### config.mk
export PLATFORM = sky130hd
export DESIGN_NAME = timer_one_core
export DESIGN_NICKNAME = d
export VERILOG_FILES = /design/src/logic/timer_one_pkg.sv /design/src/logic/count_path_if.sv /design/src/logic/ext_edge_detect.sv /design/src/logic/input_prescaler.sv /design/src/logic/timer_one_core.sv
export SDC_FILE = /design/constraint.sdc
export NUM_CORES = 1
export LEC_CHECK = 0
export BUFFER_PORTS_ARGS = -buffer_cell sky130_fd_sc_hd__buf_2
export CAP_MARGIN = 30
export CORE_MARGIN = 1
export CORE_UTILIZATION = 30
export DETAILED_ROUTE_END_ITERATION = 6
export GPL_ROUTABILITY_DRIVEN = 1
export GPL_TIMING_DRIVEN = 0
export MAX_ROUTING_LAYER = met4
export SLEW_MARGIN = 20
export SYNTH_ARGS = -nofsm -noshare
export SYNTH_HDL_FRONTEND = slang
export SYNTH_HIERARCHICAL = 1
export SYNTH_SLANG_ARGS = --single-unit
export TNS_END_PERCENT = 10
### constraint.sdc
create_clock -name sys_clk -period 4.13 [get_ports sys_clk]
set_input_delay 0.413 -clock sys_clk [delete_from_list [all_inputs] [get_ports sys_clk]]
set_output_delay 0.413 -clock sys_clk [all_outputs]
set_load 0.1 [all_outputs]
### src/logic/timer_one_pkg.sv
// constants for the sixteen-bit timer/counter block
// assumes a classic wishbone master with 32-bit data and a 10 MHz system clock
//
// Functional notes
// - wide mode gives atomic sixteen-bit count access
// - divider field picks 1:1, 1:2, 1:4, 1:8
// - sync bypass counts external edges unsynchronised
// - internal source ignores the sync bypass bit
// - internal source counts once per instruction cycle
// - external source counts input or oscillator rising edges
// - run bit starts and stops counting
// - oscillator enable bit switches crystal oscillator
// - oscillator on forces pins input, reads zero
// - oscillator keeps running during sleep
// - count runs 0000h to FFFFh then wraps
// - each wrap sets latched overflow flag bit 0
// - interrupt request only while enable bit set
// - control bit six reads back as zero
// - compare unit reset input clears the count
// - wide low read copies high into buffer
// - wide high write buffered, applied on low write
// - low byte write clears prescaler, high not
// - trigger clears count, no flag, write wins
package timer_one_pkg;

	// register byte offsets, one aligned word each
	localparam logic [7:0] OFS_CONTROL    = 8'h00;
	localparam logic [7:0] OFS_COUNT_LOW  = 8'h04;
	localparam logic [7:0] OFS_COUNT_HIGH = 8'h08;
	localparam logic [7:0] OFS_FLAG       = 8'h0C;
	localparam logic [7:0] OFS_ENABLE     = 8'h10;
	localparam logic [7:0] OFS_PORT_C     = 8'h14;

	// control register fields
	localparam int CTRL_WIDE    = 7;
	localparam int CTRL_UNUSED  = 6;
	localparam int CTRL_DIV_LSB = 4;
	localparam int CTRL_OSC     = 3;
	localparam int CTRL_BYPASS  = 2;
	localparam int CTRL_SRC     = 1;
	localparam int CTRL_RUN     = 0;
	localparam logic [7:0] CONTROL_RESET = 8'h00;
	localparam logic [7:0] CONTROL_WMASK = 8'hBF;

	localparam int FLAG_BIT   = 0;
	localparam int ENABLE_BIT = 0;

	// port c register: direction, output latch, pin levels
	localparam int PORT_DIR_LSB = 0;
	localparam int PORT_LAT_LSB = 2;
	localparam int PORT_PIN_LSB = 4;
	localparam logic [1:0] PORT_DIR_RESET = 2'h3;
	localparam int PIN_OSC_OUT = 0;
	localparam int PIN_OSC_IN  = 1;

	// divider codes
	localparam logic [1:0] DIV_1 = 2'h0;
	localparam logic [1:0] DIV_2 = 2'h1;
	localparam logic [1:0] DIV_4 = 2'h2;
	localparam logic [1:0] DIV_8 = 2'h3;

	// system clocks per instruction cycle
	localparam int INSTR_DIV = 4;
	localparam logic [1:0] INSTR_LAST = 2'(INSTR_DIV - 1);

	localparam logic [15:0] COUNT_ZERO = 16'h0000;
	localparam logic [15:0] COUNT_MAX  = 16'hFFFF;

endpackage

### src/logic/count_path_if.sv
// carries the count clock path between the core, edge detector and prescaler
// assumes all three sit on the same system clock
`timescale 1ns/100ps
interface count_path_if;
	logic       ext_rise;
	logic       raw_tick;
	logic [1:0] div_sel;
	logic       pre_clear;
	logic       count_tick;

	modport edge_mp (output ext_rise);
	modport pre_mp  (input raw_tick, input div_sel, input pre_clear, output count_tick);
	modport core_mp (input ext_rise, input count_tick, output raw_tick, output div_sel,
		output pre_clear);
endinterface // count_path_if

### src/logic/ext_edge_detect.sv
// rising edge detector for the external count source
// assumes the selected source level is sampled on sys_clk
`timescale 1ns/100ps
module ext_edge_detect (
	input  wire logic     sys_clk,
	input  wire logic     resetn,
	input  wire logic     ext_level,
	input  wire logic     sync_bypass,
	input  wire logic     sleep_mode,
	count_path_if.edge_mp cp
);
	typedef struct packed {
		logic sync1;
		logic sync2;
		logic prev_sync;
		logic prev_raw;
	} edge_state_t;

	edge_state_t cur_ff;
	edge_state_t nxt_ff;

	always_comb begin
		nxt_ff           = cur_ff;
		nxt_ff.sync1     = ext_level;
		nxt_ff.sync2     = cur_ff.sync1;
		nxt_ff.prev_sync = cur_ff.sync2;
		nxt_ff.prev_raw  = ext_level;
	end

	// bypass or synchroniser
	// the synchronised path needs the instruction clock, so it stops in sleep
	assign cp.ext_rise = sync_bypass ? (ext_level & ~cur_ff.prev_raw)
		: (~sleep_mode & cur_ff.sync2 & ~cur_ff.prev_sync);

	always_ff @(posedge sys_clk) begin
		if (!resetn) begin
			cur_ff <= '0;
		end else begin
			cur_ff <= nxt_ff;
		end
	end
endmodule // ext_edge_detect

### src/logic/input_prescaler.sv
// 1:1 to 1:8 prescaler ahead of the sixteen-bit counter
// assumes raw_tick is a one-cycle pulse
`timescale 1ns/100ps
module input_prescaler (
	input  wire logic    sys_clk,
	input  wire logic    resetn,
	count_path_if.pre_mp cp
);
	typedef struct packed {
		logic [2:0] cnt;
	} pre_state_t;

	pre_state_t cur_ff;
	pre_state_t nxt_ff;
	logic [2:0] last;

	always_comb begin
		case (cp.div_sel)
			timer_one_pkg::DIV_1: last = 3'h0;
			timer_one_pkg::DIV_2: last = 3'h1;
			timer_one_pkg::DIV_4: last = 3'h3;
			default:              last = 3'h7;
		endcase
	end

	always_comb begin
		nxt_ff = cur_ff;
		if (cp.pre_clear) begin
			nxt_ff.cnt = 3'h0;
		end else if (cp.raw_tick) begin
			nxt_ff.cnt = (cur_ff.cnt >= last) ? 3'h0 : cur_ff.cnt + 3'h1;
		end
	end

	assign cp.count_tick = cp.raw_tick & ~cp.pre_clear & (cur_ff.cnt >= last);

	always_ff @(posedge sys_clk) begin
		if (!resetn) begin
			cur_ff <= '0;
		end else begin
			cur_ff <= nxt_ff;
		end
	end
endmodule // input_prescaler

### src/logic/timer_one_core.sv
// sixteen-bit timer/counter with wishbone register access
// assumes a classic wishbone master; pins are synchronous to sys_clk
`timescale 1ns/100ps
module timer_one_core (
	input  wire logic        sys_clk,
	input  wire logic        resetn,
	input  wire logic        wb_cyc_i,
	input  wire logic        wb_stb_i,
	input  wire logic        wb_we_i,
	input  wire logic [7:0]  wb_adr_i,
	input  wire logic [3:0]  wb_sel_i,
	input  wire logic [31:0] wb_dat_i,
	output logic      [31:0] wb_dat_o,
	output logic             wb_ack_o,
	input  wire logic [1:0]  pin_in,
	output logic      [1:0]  pin_out,
	output logic      [1:0]  pin_oe,
	input  wire logic        sleep_mode,
	input  wire logic        special_event_trigger,
	output logic             overflow_irq,
	output logic             low_power_osc_enable,
	output logic      [15:0] count_value
);
	typedef struct packed {
		logic        ack;
		logic [31:0] rdata;
		logic [7:0]  ctrl;
		logic [15:0] count;
		logic [7:0]  high_buf;
		logic        flag;
		logic        irq_en;
		logic [1:0]  port_dir;
		logic [1:0]  port_lat;
		logic [1:0]  instr_div;
		logic        irq;
		logic        osc_on;
		logic [1:0]  pin_out;
		logic [1:0]  pin_oe;
	} core_state_t;

	core_state_t  cur_ff;
	core_state_t  nxt_ff;
	count_path_if cp ();

	logic       req;
	logic       wr;
	logic       rd;
	logic [7:0] wbyte;
	logic       wide;
	logic       instr_tick;
	logic       src_tick;
	logic       ovf_set;
	logic       ext_level;
	logic [1:0] pins_read;

	////////////////////////////////////////////////////////////////////////////
	// bus decode

	// one wait state: ack rises the cycle after the request appears
	assign req   = wb_cyc_i & wb_stb_i & ~cur_ff.ack;
	assign wr    = req & wb_we_i & wb_sel_i[0];
	assign rd    = req & ~wb_we_i;
	assign wbyte = wb_dat_i[7:0];
	assign wide  = cur_ff.ctrl[timer_one_pkg::CTRL_WIDE];

	////////////////////////////////////////////////////////////////////////////
	// count clock path

	assign instr_tick = ~sleep_mode & (cur_ff.instr_div == timer_one_pkg::INSTR_LAST);

	assign ext_level = cur_ff.ctrl[timer_one_pkg::CTRL_OSC]
		? pin_in[timer_one_pkg::PIN_OSC_IN] : pin_in[timer_one_pkg::PIN_OSC_OUT];

	assign src_tick = cur_ff.ctrl[timer_one_pkg::CTRL_SRC] ? cp.ext_rise : instr_tick;

	assign cp.raw_tick = cur_ff.ctrl[timer_one_pkg::CTRL_RUN] & src_tick;
	assign cp.div_sel  = cur_ff.ctrl[timer_one_pkg::CTRL_DIV_LSB +: 2];

	assign cp.pre_clear = wr & (wb_adr_i == timer_one_pkg::OFS_COUNT_LOW);

	ext_edge_detect u_edge (
		.sys_clk     (sys_clk),
		.resetn      (resetn),
		.ext_level   (ext_level),
		.sync_bypass (cur_ff.ctrl[timer_one_pkg::CTRL_BYPASS]),
		.sleep_mode  (sleep_mode),
		.cp          (cp.edge_mp)
	);

	input_prescaler u_pre (
		.sys_clk (sys_clk),
		.resetn  (resetn),
		.cp      (cp.pre_mp)
	);

	assign pins_read = cur_ff.osc_on ? 2'h0 : pin_in;

	assign ovf_set = cp.count_tick & (cur_ff.count == timer_one_pkg::COUNT_MAX);

	////////////////////////////////////////////////////////////////////////////
	// next state

	always_comb begin
		nxt_ff     = cur_ff;
		nxt_ff.ack = req;

		if (sleep_mode || cur_ff.instr_div == timer_one_pkg::INSTR_LAST) begin
			nxt_ff.instr_div = 2'h0;
		end else begin
			nxt_ff.instr_div = cur_ff.instr_div + 2'h1;
		end

		// no tick while stopped, so the value holds
		if (cp.count_tick) begin
			nxt_ff.count = cur_ff.count + 16'h0001;
		end

		if (special_event_trigger) begin
			nxt_ff.count = timer_one_pkg::COUNT_ZERO;
		end

		// writes come after the trigger so a coinciding write wins
		if (wr) begin
			case (wb_adr_i)
				timer_one_pkg::OFS_CONTROL: begin
					nxt_ff.ctrl = wbyte & timer_one_pkg::CONTROL_WMASK;
				end
				timer_one_pkg::OFS_COUNT_LOW: begin
					nxt_ff.count[7:0] = wbyte;
					// buffer moves in with low write
					if (wide) begin
						nxt_ff.count[15:8] = cur_ff.high_buf;
					end
				end
				timer_one_pkg::OFS_COUNT_HIGH: begin
					// wide mode goes through the buffer
					if (wide) begin
						nxt_ff.high_buf = wbyte;
					end else begin
						nxt_ff.count[15:8] = wbyte;
					end
				end
				timer_one_pkg::OFS_FLAG: begin
					nxt_ff.flag = wbyte[timer_one_pkg::FLAG_BIT];
				end
				timer_one_pkg::OFS_ENABLE: begin
					nxt_ff.irq_en = wbyte[timer_one_pkg::ENABLE_BIT];
				end
				timer_one_pkg::OFS_PORT_C: begin
					nxt_ff.port_dir = wbyte[timer_one_pkg::PORT_DIR_LSB +: 2];
					nxt_ff.port_lat = wbyte[timer_one_pkg::PORT_LAT_LSB +: 2];
				end
				default: begin
					nxt_ff.flag = nxt_ff.flag;
				end
			endcase
		end

		// set wins over a clearing write
		if (ovf_set) begin
			nxt_ff.flag = 1'b1;
		end

		// low read snapshots the high byte
		if (rd && wide && wb_adr_i == timer_one_pkg::OFS_COUNT_LOW) begin
			nxt_ff.high_buf = cur_ff.count[15:8];
		end

		nxt_ff.rdata = 32'h0000_0000;
		if (rd) begin
			case (wb_adr_i)
				timer_one_pkg::OFS_CONTROL:    nxt_ff.rdata[7:0] = cur_ff.ctrl;
				timer_one_pkg::OFS_COUNT_LOW:  nxt_ff.rdata[7:0] = cur_ff.count[7:0];
				timer_one_pkg::OFS_COUNT_HIGH: begin
					nxt_ff.rdata[7:0] = wide ? cur_ff.high_buf : cur_ff.count[15:8];
				end
				timer_one_pkg::OFS_FLAG: begin
					nxt_ff.rdata[timer_one_pkg::FLAG_BIT] = cur_ff.flag;
				end
				timer_one_pkg::OFS_ENABLE: begin
					nxt_ff.rdata[timer_one_pkg::ENABLE_BIT] = cur_ff.irq_en;
				end
				timer_one_pkg::OFS_PORT_C: begin
					nxt_ff.rdata[timer_one_pkg::PORT_DIR_LSB +: 2] = cur_ff.port_dir;
					nxt_ff.rdata[timer_one_pkg::PORT_LAT_LSB +: 2] = cur_ff.port_lat;
					nxt_ff.rdata[timer_one_pkg::PORT_PIN_LSB +: 2] = pins_read;
				end
				// unmapped addresses still ack and read zero
				default: nxt_ff.rdata = 32'h0000_0000;
			endcase
		end

		nxt_ff.irq = nxt_ff.flag & nxt_ff.irq_en;

		// sleep_mode does not reach the oscillator enable
		nxt_ff.osc_on = nxt_ff.ctrl[timer_one_pkg::CTRL_OSC];

		nxt_ff.pin_oe  = nxt_ff.osc_on ? 2'h0 : ~nxt_ff.port_dir;
		nxt_ff.pin_out = nxt_ff.port_lat;
	end

	always_ff @(posedge sys_clk) begin
		if (!resetn) begin
			cur_ff          <= '0;
			cur_ff.ctrl     <= timer_one_pkg::CONTROL_RESET;
			cur_ff.port_dir <= timer_one_pkg::PORT_DIR_RESET;
		end else begin
			cur_ff <= nxt_ff;
		end
	end

	assign wb_ack_o             = cur_ff.ack;
	assign wb_dat_o             = cur_ff.rdata;
	assign overflow_irq         = cur_ff.irq;
	assign low_power_osc_enable = cur_ff.osc_on;
	assign count_value          = cur_ff.count;
	assign pin_out              = cur_ff.pin_out;
	assign pin_oe               = cur_ff.pin_oe;

	logic wr_count;
	assign wr_count = wr & (wb_adr_i == timer_one_pkg::OFS_COUNT_LOW
		|| wb_adr_i == timer_one_pkg::OFS_COUNT_HIGH);
endmodule // timer_one_core

# --- Word-level counts from Yosys, hierarchy flattened ---
# Cells that the tools add are included.
word_totals:
  output_inout_bits: 55
  input_bits: 53
  word_cells: 94
  reg_bits: 81
op_classes:
  n_lt_le_gt_ge: 1
  muxes: 25
  add_sub_neg: 3
  n_eq_ne: 9
  reduce_logical: 15
  bitwise: 23
ops:
  columns: ["operator", "count"]
  rows:
  - ["2-to-1 mux 8 bit", 7]
  - ["2-to-1 mux 34 bit", 1]
  - ["2-to-1 mux 16 bit", 2]
  - ["one-hot mux 5 bit (4 select lines)", 1]
  - ["adder 16 x 1 -> 16 bit (second input constant)", 1]
  - ["== test 16 bit (second input constant)", 1]
  - ["== test 8 x 4 -> 1 bit (second input constant)", 2]
  - ["== test 8 x 5 -> 1 bit (second input constant)", 2]
  - ["one-hot mux 8 bit (2 select lines)", 1]
  - ["AND 1 bit", 15]
  - ["one-hot mux 3 bit (3 select lines)", 1]
  - ["== test 8 x 3 -> 1 bit (second input constant)", 1]
  - ["logical NOT 8 bit", 1]
  - ["2-to-1 mux 4 bit", 2]
  - ["NOT 1 bit", 7]
  - ["2-to-1 mux 1 bit", 6]
  - ["one-hot mux 1 bit (6 select lines)", 1]
  - ["one-hot mux 2 bit (3 select lines)", 1]
  - ["AND reduction 2 bit", 3]
  - ["nonzero test 2 bit", 3]
  - ["OR reduction 2 bit", 3]
  - ["== test 2 bit (second input constant)", 2]
  - ["adder 3 x 1 -> 3 bit (second input constant)", 1]
  - [">= comparator 3 bit", 1]
  - ["other kinds (9)", 10]

# --- Depth between registers and ports, before layout ---
logic_depth:
  word_depth: 15
  ltp_mapped: 13
  mapped_depth_nobuf: 11

# --- By module ---
# The synthesis kept the hierarchy.
by_module_without_submodules:
  columns: ["module", "n_inst", "seq_area_each_um2", "area_each_um2", "cells_each"]
  rows:
  - ["timer_one_core", 1, 1021.0, 3078.0, 368]
  - ["input_prescaler", 1, 60.1, 261.5, 29]
  - ["ext_edge_detect", 1, 60.1, 107.6, 9]

# --- Worst setup path before layout ---
# No wires, ideal clock.
synth_timing:
  path_kind: "flip-flop to flip-flop"
  from: "reg cur_ff, in the netlist wb_ack_o"
  to: "reg cur_ff, in the netlist count_value[13]"
  path_stages_with_launch: 12
  synth_period_minus_slack_ns: 3.374
  t_required_ns: 4.056
  setup_slack_ns: 0.756
  arrival_time_ns: 3.299
  path_buffers: 2
  setup_time_ns: 0.074
  cell_sequence: "dfxtp_1 -> nand3b_1 -> nor4_2 -> and2_1 -> clkbuf_1 -> buf_2 -> and3b_1 -> and4_1 -> nand4_1 -> or3_1 -> a221o_1 -> o21ai_0"
synth_via:
  elab_chain_len: 13
  word_cells_on_any_way: 14
  cone_classes: "mux (6); bitwise (8)"
synth_rtl:
  columns: ["item", "line_no", "text"]
  rows:
  - ["start, declared", "timer_one_core.sv:41", "core_state_t cur_ff;"]
  - ["start signal, assigned", "timer_one_core.sv:208", "cur_ff <= nxt_ff;"]
  - ["NOT 1 bit (*)", "timer_one_core.sv:60", "assign req = wb_cyc_i & wb_stb_i & ~cur_ff.ack;"]
  - ["AND 1 bit (*)", "timer_one_core.sv:60", null]
  - ["AND 1 bit (*) (2 in a row)", "timer_one_core.sv:61", "assign wr = req & wb_we_i & wb_sel_i[0];"]
  - ["AND 1 bit (*)", "timer_one_core.sv:79", "assign cp.pre_clear = wr & (wb_adr_i == timer_one_pkg::OFS_COUNT_LOW);"]
  - ["via cp.pre_clear", "count_path_if.sv:8", "logic pre_clear;"]
  - ["NOT 1 bit (*)", "input_prescaler.sv:35", "assign cp.count_tick = cp.raw_tick & ~cp.pre_clear & (cur_ff.cnt >= last);"]
  - ["AND 1 bit (*) (2 in a row)", "input_prescaler.sv:35", null]
  - ["via cp.count_tick", "count_path_if.sv:9", "logic count_tick;"]
  - ["2-to-1 mux 16 bit (*)", "timer_one_core.sv:114", "if (cp.count_tick) begin"]
  - ["2-to-1 mux 16 bit (*)", "timer_one_core.sv:118", "if (special_event_trigger) begin"]
  - ["2-to-1 mux 8 bit, on equally long branches", "timer_one_core.sv:137, timer_one_core.sv:131", null]
  - ["one-hot mux 8 bit (2 select lines)", "timer_one_core.sv:124", "case (wb_adr_i)"]
  - ["2-to-1 mux 34 bit (*)", "timer_one_core.sv:123", "if (wr) begin"]
# Mark *: on every way through the listed nets, which the timed path passes. The rest lies on a longest branch. The select of a mux whose other input is x is not followed.
# A chain may end at the register's enable or synchronous reset.

# --- Worst setup path in the final report ---
layout_timing:
  from: "in wb_adr_i[5]"
  to: "reg cur_ff, in the netlist count_value[13]"
layout_via:
  elab_chain_len: 10
  word_cells_on_any_way: 12
  cone_classes: "eq/ne (2); mux (6); bitwise (4)"
layout_rtl:
  columns: ["item", "line_no", "text"]
  rows:
  - ["start, declared", "timer_one_core.sv:10", "input wire logic [7:0] wb_adr_i,"]
  - ["== test 8 x 3 -> 1 bit (*)", "timer_one_core.sv:79", null]
  - ["AND 1 bit (*)", "timer_one_core.sv:79", null]
  - ["via cp.pre_clear", "count_path_if.sv:8", null]
  - ["NOT 1 bit (*)", "input_prescaler.sv:35", null]
  - ["AND 1 bit (*) (2 in a row)", "input_prescaler.sv:35", null]
  - ["via cp.count_tick", "count_path_if.sv:9", null]
  - ["2-to-1 mux 16 bit (*)", "timer_one_core.sv:114", null]
  - ["2-to-1 mux 16 bit (*)", "timer_one_core.sv:118", null]
  - ["2-to-1 mux 8 bit, on equally long branches", "timer_one_core.sv:137, timer_one_core.sv:131", null]
  - ["one-hot mux 8 bit (2 select lines)", "timer_one_core.sv:124", null]
  - ["2-to-1 mux 34 bit (*)", "timer_one_core.sv:123", null]
# Marks and branches as above.

==> flow_summary.rst <==
.. list-table::
   :header-rows: 1

   * - Metric
     - Value
   * - Status
     - completed
   * - Final critical-path required period
     - 3.68 ns
   * - Initial antenna violation count
     - 0
   * - Number of hold buffers added after CTS
     - 0
   * - Commonest non-fill, non-tap cell in the layout
     - dfxtp_1
   * - First-pass GRT wire length
     - 16.1 mm
   * - Measured slew at the worst slew-check pin
     - 0.764 ns
   * - Clk buf depth
     - 2
   * - Leak Pwr
     - 1.77 nW
   * - Maximum fanout along the worst path
     - 13
   * - Logic depth of the worst path, buffers included
     - 12
   * - # resized after CTS
     - 0
   * - Clock skew
     - 0.00795 ns
   * - TritonCTS Buffers
     - 9
   * - Startpoint kind of the worst setup timing path
     - input port
   * - Final setup violation count
     - 0
   * - Class of the worst hold path
     - input port to register
   * - # clock sinks
     - 57
   * - Port bufs
     - 53
   * - Buffers and inverters on the worst path
     - 3
   * - Share of the clock period used by the worst path
     - 0.891
   * - Mean instance size in the synthesized netlist
     - 8.49 um2
   * - TritonCTS clock tree
     - done
   * - Max rail drop VDD
     - 0.000165 V
   * - Total standard cell area after synthesis
     - 3450 um2
   * - Worst setup path category
     - input port to register
   * - Cell Chain, Critical Path
     - buf_2 > or4_1 > nor4_2 > and2_1 > clkbuf_1 > buf_2 > and3b_1 > and4_1 > nand4_1 > o21ai_0 > a221o_1 > o21ai_0
   * - Routed via count divided by cell count
     - 5.14
   * - Worst path max stage delay
     - 0.64 ns
   * - Standard cell core area
     - 11000 um2
   * - Die Ht
     - 109 um
   * - Count of standard-cell rows
     - 38
   * - Hold-critical path depth
     - 2
   * - Area growth, synth to finish
     - 24.8%
   * - Start point of the worst hold path
     - sleep_mode
   * - Post-synth EDFFs
     - 0
   * - Root buffer cell
     - clkbuf_16
   * - Per-cell routed wire length
     - 15.8 um
   * - Clock network latency to the later pin of the worst-skew pair
     - 0.33 ns
   * - Total negative slack
     - 0 ns
   * - Count of synthesis-stage warnings from yosys
     - 6
   * - Number of routed nets with antenna violations
     - 0
   * - Pins over their slew limit
     - 0
   * - Worst min-delay path endpoint
     - cur_ff[6]$_SDFF_PP0_
   * - Sequential-to-total area share from yosys stat
     - 0.331
   * - Final WL
     - 10.0 mm
   * - Main flop type after synthesis
     - dfxtp_1
   * - Max Cap Viol
     - 0
   * - Commonest cells after routing, fill and taps aside
     - dfxtp_1 (57), buf_2 (55), buf_4 (52)
   * - Initial detailed-routing violation count
     - 244
   * - DR pass1 iterations
     - 5
   * - Via count of the first global-routing pass
     - 3069
   * - Critical path required time
     - 4.39 ns
   * - Initial Util
     - 0.313
   * - Utilization after layout
     - 0.390
   * - Slack of the worst reg-to-reg path
     - 0.64 ns
   * - Placed cell count
     - 622
   * - Via count
     - 3277
   * - Proportion of synthesized flip-flops having asynchronous set or reset
     - 0
   * - Reg-to-Reg End
     - count_value[13]$_SDFF_PN0_
   * - Setup repair after global routing missed its margin
     - false
   * - Overall global routing resource usage
     - 0.183
   * - Kind of cell adding the most delay to the critical path
     - simple AND/OR/NAND/NOR gates
   * - Final hold violations
     - 0
   * - Fraction of final layout cells with drive strength greater than 1
     - 0.279
   * - Area of the die
     - 11900 um2
   * - Master of the slowest instance on the critical path
     - nor4_2
   * - Antenna diode count
     - 0
   * - Net count, final
     - 552
   * - Depth of the CTS H-tree
     - 3
   * - Number of standard cells after synthesis
     - 406
   * - DRC violation count after routing
     - 0
   * - Distinct cell type count after synthesis
     - 61
   * - Total global routing overflow
     - 0
   * - HPWL after detailed placement
     - 7.40 mm
   * - Total power divided by cell area
     - 361 nW/um2
   * - Nature of the critical path endpoint
     - register
   * - Clock Pin Slew Worst Setup and Hold Paths
     - 0.06 ns
   * - Worst flop-to-flop path startpoint
     - wb_ack_o$_SDFF_PN0_
   * - CP arrival
     - 3.94 ns
   * - Worst Reg-to-Reg Cells
     - 11
   * - Filler-free cell count of the finished design
     - 638
   * - Largest net degree at the start of global routing
     - 14
   * - RePlAce Congestion
     - 0.926
   * - Ports
     - 108
   * - Register bit count reported by yosys
     - 57
   * - Headroom to the max-slew limit
     - 0.487
   * - Setup Fix Bufs, Post-CTS
     - 0
   * - Horizontal extent of the die
     - 109 um
   * - Max Freq
     - 272 MHz
==> registers in the layout (all words and copies together), names as in the netlist <==
name and count:
cur_ff 19, count_value 16, wb_dat_o 8, u_edge/cur_ff 3, u_pre/cur_ff 3, cp.div_sel 2, pin_oe 2, pin_out 2
overflow_irq 1, wb_ack_o 1
==> layout make-up <==
cell class / instances / area, um2
Clock buffer: 9 / 225
Inverter: 7 / 26.3
Tap cell: 140 / 175
Clock inverter: 7 / 104
Sequential cell: 57 / 1140
Timing Repair Buffer: 53 / 265
Fill cell: 1150 / 6730
Buffer: 70 / 460
Multi-Input combinational cell: 295 / 1910
==> how the worst max path moves through the flow <==
| stage | startpoint | end | slack [ns] |
|---|---|---|---|
| 6_report | wb_adr_i[5] | count_value[13]$_SDFF_PN0_ | 0.45 |
| 4_1_cts | wb_adr_i[5] | count_value[13]$_SDFF_PN0_ | 0.52 |
| 3_5_place_dp | wb_adr_i[5] | count_value[13]$_SDFF_PN0_ | 0.20 |
| 2_1_floorplan | wb_ack_o$_SDFF_PN0_ | count_value[13]$_SDFF_PN0_ | 0.76 |
| 5_1_grt | wb_adr_i[5] | count_value[13]$_SDFF_PN0_ | 0.23 |
| 3_3_place_gp | wb_adr_i[5] | count_value[13]$_SDFF_PN0_ | 0.22 |
==> per-stage QoR <==
| stage | hold slack, ns | setup slack (ns) | total power [mW] | cell area (um2) |
|---|---|---|---|---|
| after floorplan | 0.404 | 0.756 | 0.714 | 3530 |
| after global placement | 0.416 | 0.223 | 0.749 | 3970 |
| after detailed placement | 0.429 | 0.201 | 0.749 | 3970 |
| after CTS | 0.308 | 0.524 | 1.57 | 4300 |
| after global routing | 0.315 | 0.234 | 1.60 | 4300 |
| final | 0.311 | 0.448 | 1.56 | 4300 |
==> worst register-to-register path, delay by kind of cell (launching register included) <==
| family | cells | cell delay, ns |
|---|---|---|
| buffers and inverters | 2 | 0.61 |
| AOI/OAI and AO/OA | 3 | 0.50 |
| DFF | 1 | 0.32 |
| and+or+nand+nor | 6 | 2.00 |
==> per-layer routing <==
| layer | wire [um] | GRT usage | vias up |
|---|---|---|---|
| li1 | - | - | 1575 |
| met1 | 4670 | 0.237 | 1548 |
| met2 | 4560 | 0.279 | 144 |
| met3 | 711 | 0.0412 | 10 |
| met4 | 108 | 0.0610 | 0 |
| met5 | 0 | - | - |
==> cell families (layout without fill, tap and decap cells) <==
group / Yosys count / after routing / share of synthesized area
xor+xnor: 13 / 13 / 0.0330
fa+ha+maj: 6 / 6 / 0.0218
other cells: 1 / 24 / 0.00109
flops: 57 / 57 / 0.331
buf+inv: 77 / 146 / 0.141
compound gates: 85 / 85 / 0.156
mux: 30 / 30 / 0.0878
simple gates: 137 / 137 / 0.228
==> Yosys cell counts, types with 6 or more instances <==
library cell / count / area share
mux2i_1: 28 / 0.081
a22oi_1: 11 / 0.024
nand4_1: 10 / 0.018
buf_4: 52 / 0.11
nand2_1: 32 / 0.035
a21oi_1: 27 / 0.039
ha_1: 6 / 0.022
xor2_1: 7 / 0.018
nor2_1: 21 / 0.023
and3_1: 6 / 0.011
and2_1: 7 / 0.013
o21ai_0: 16 / 0.023
or3_1: 6 / 0.011
nand3_1: 16 / 0.023
xnor2_1: 6 / 0.015
nand2b_1: 6 / 0.011
dfxtp_1: 57 / 0.33
inv_1: 6 / 0.0065
o22ai_1: 11 / 0.020
clkbuf_1: 14 / 0.015
==> power breakdown <==
part | internal, mW | leakage (nW) | switching [mW]
Combinational | 0.0378 | 1.15 | 0.148
Sequential | 0.553 | 0.460 | 0.00118
Clock | 0.533 | 0.160 | 0.282
Total | 1.12 | 1.77 | 0.432
Power figures use the tool's default switching activity.
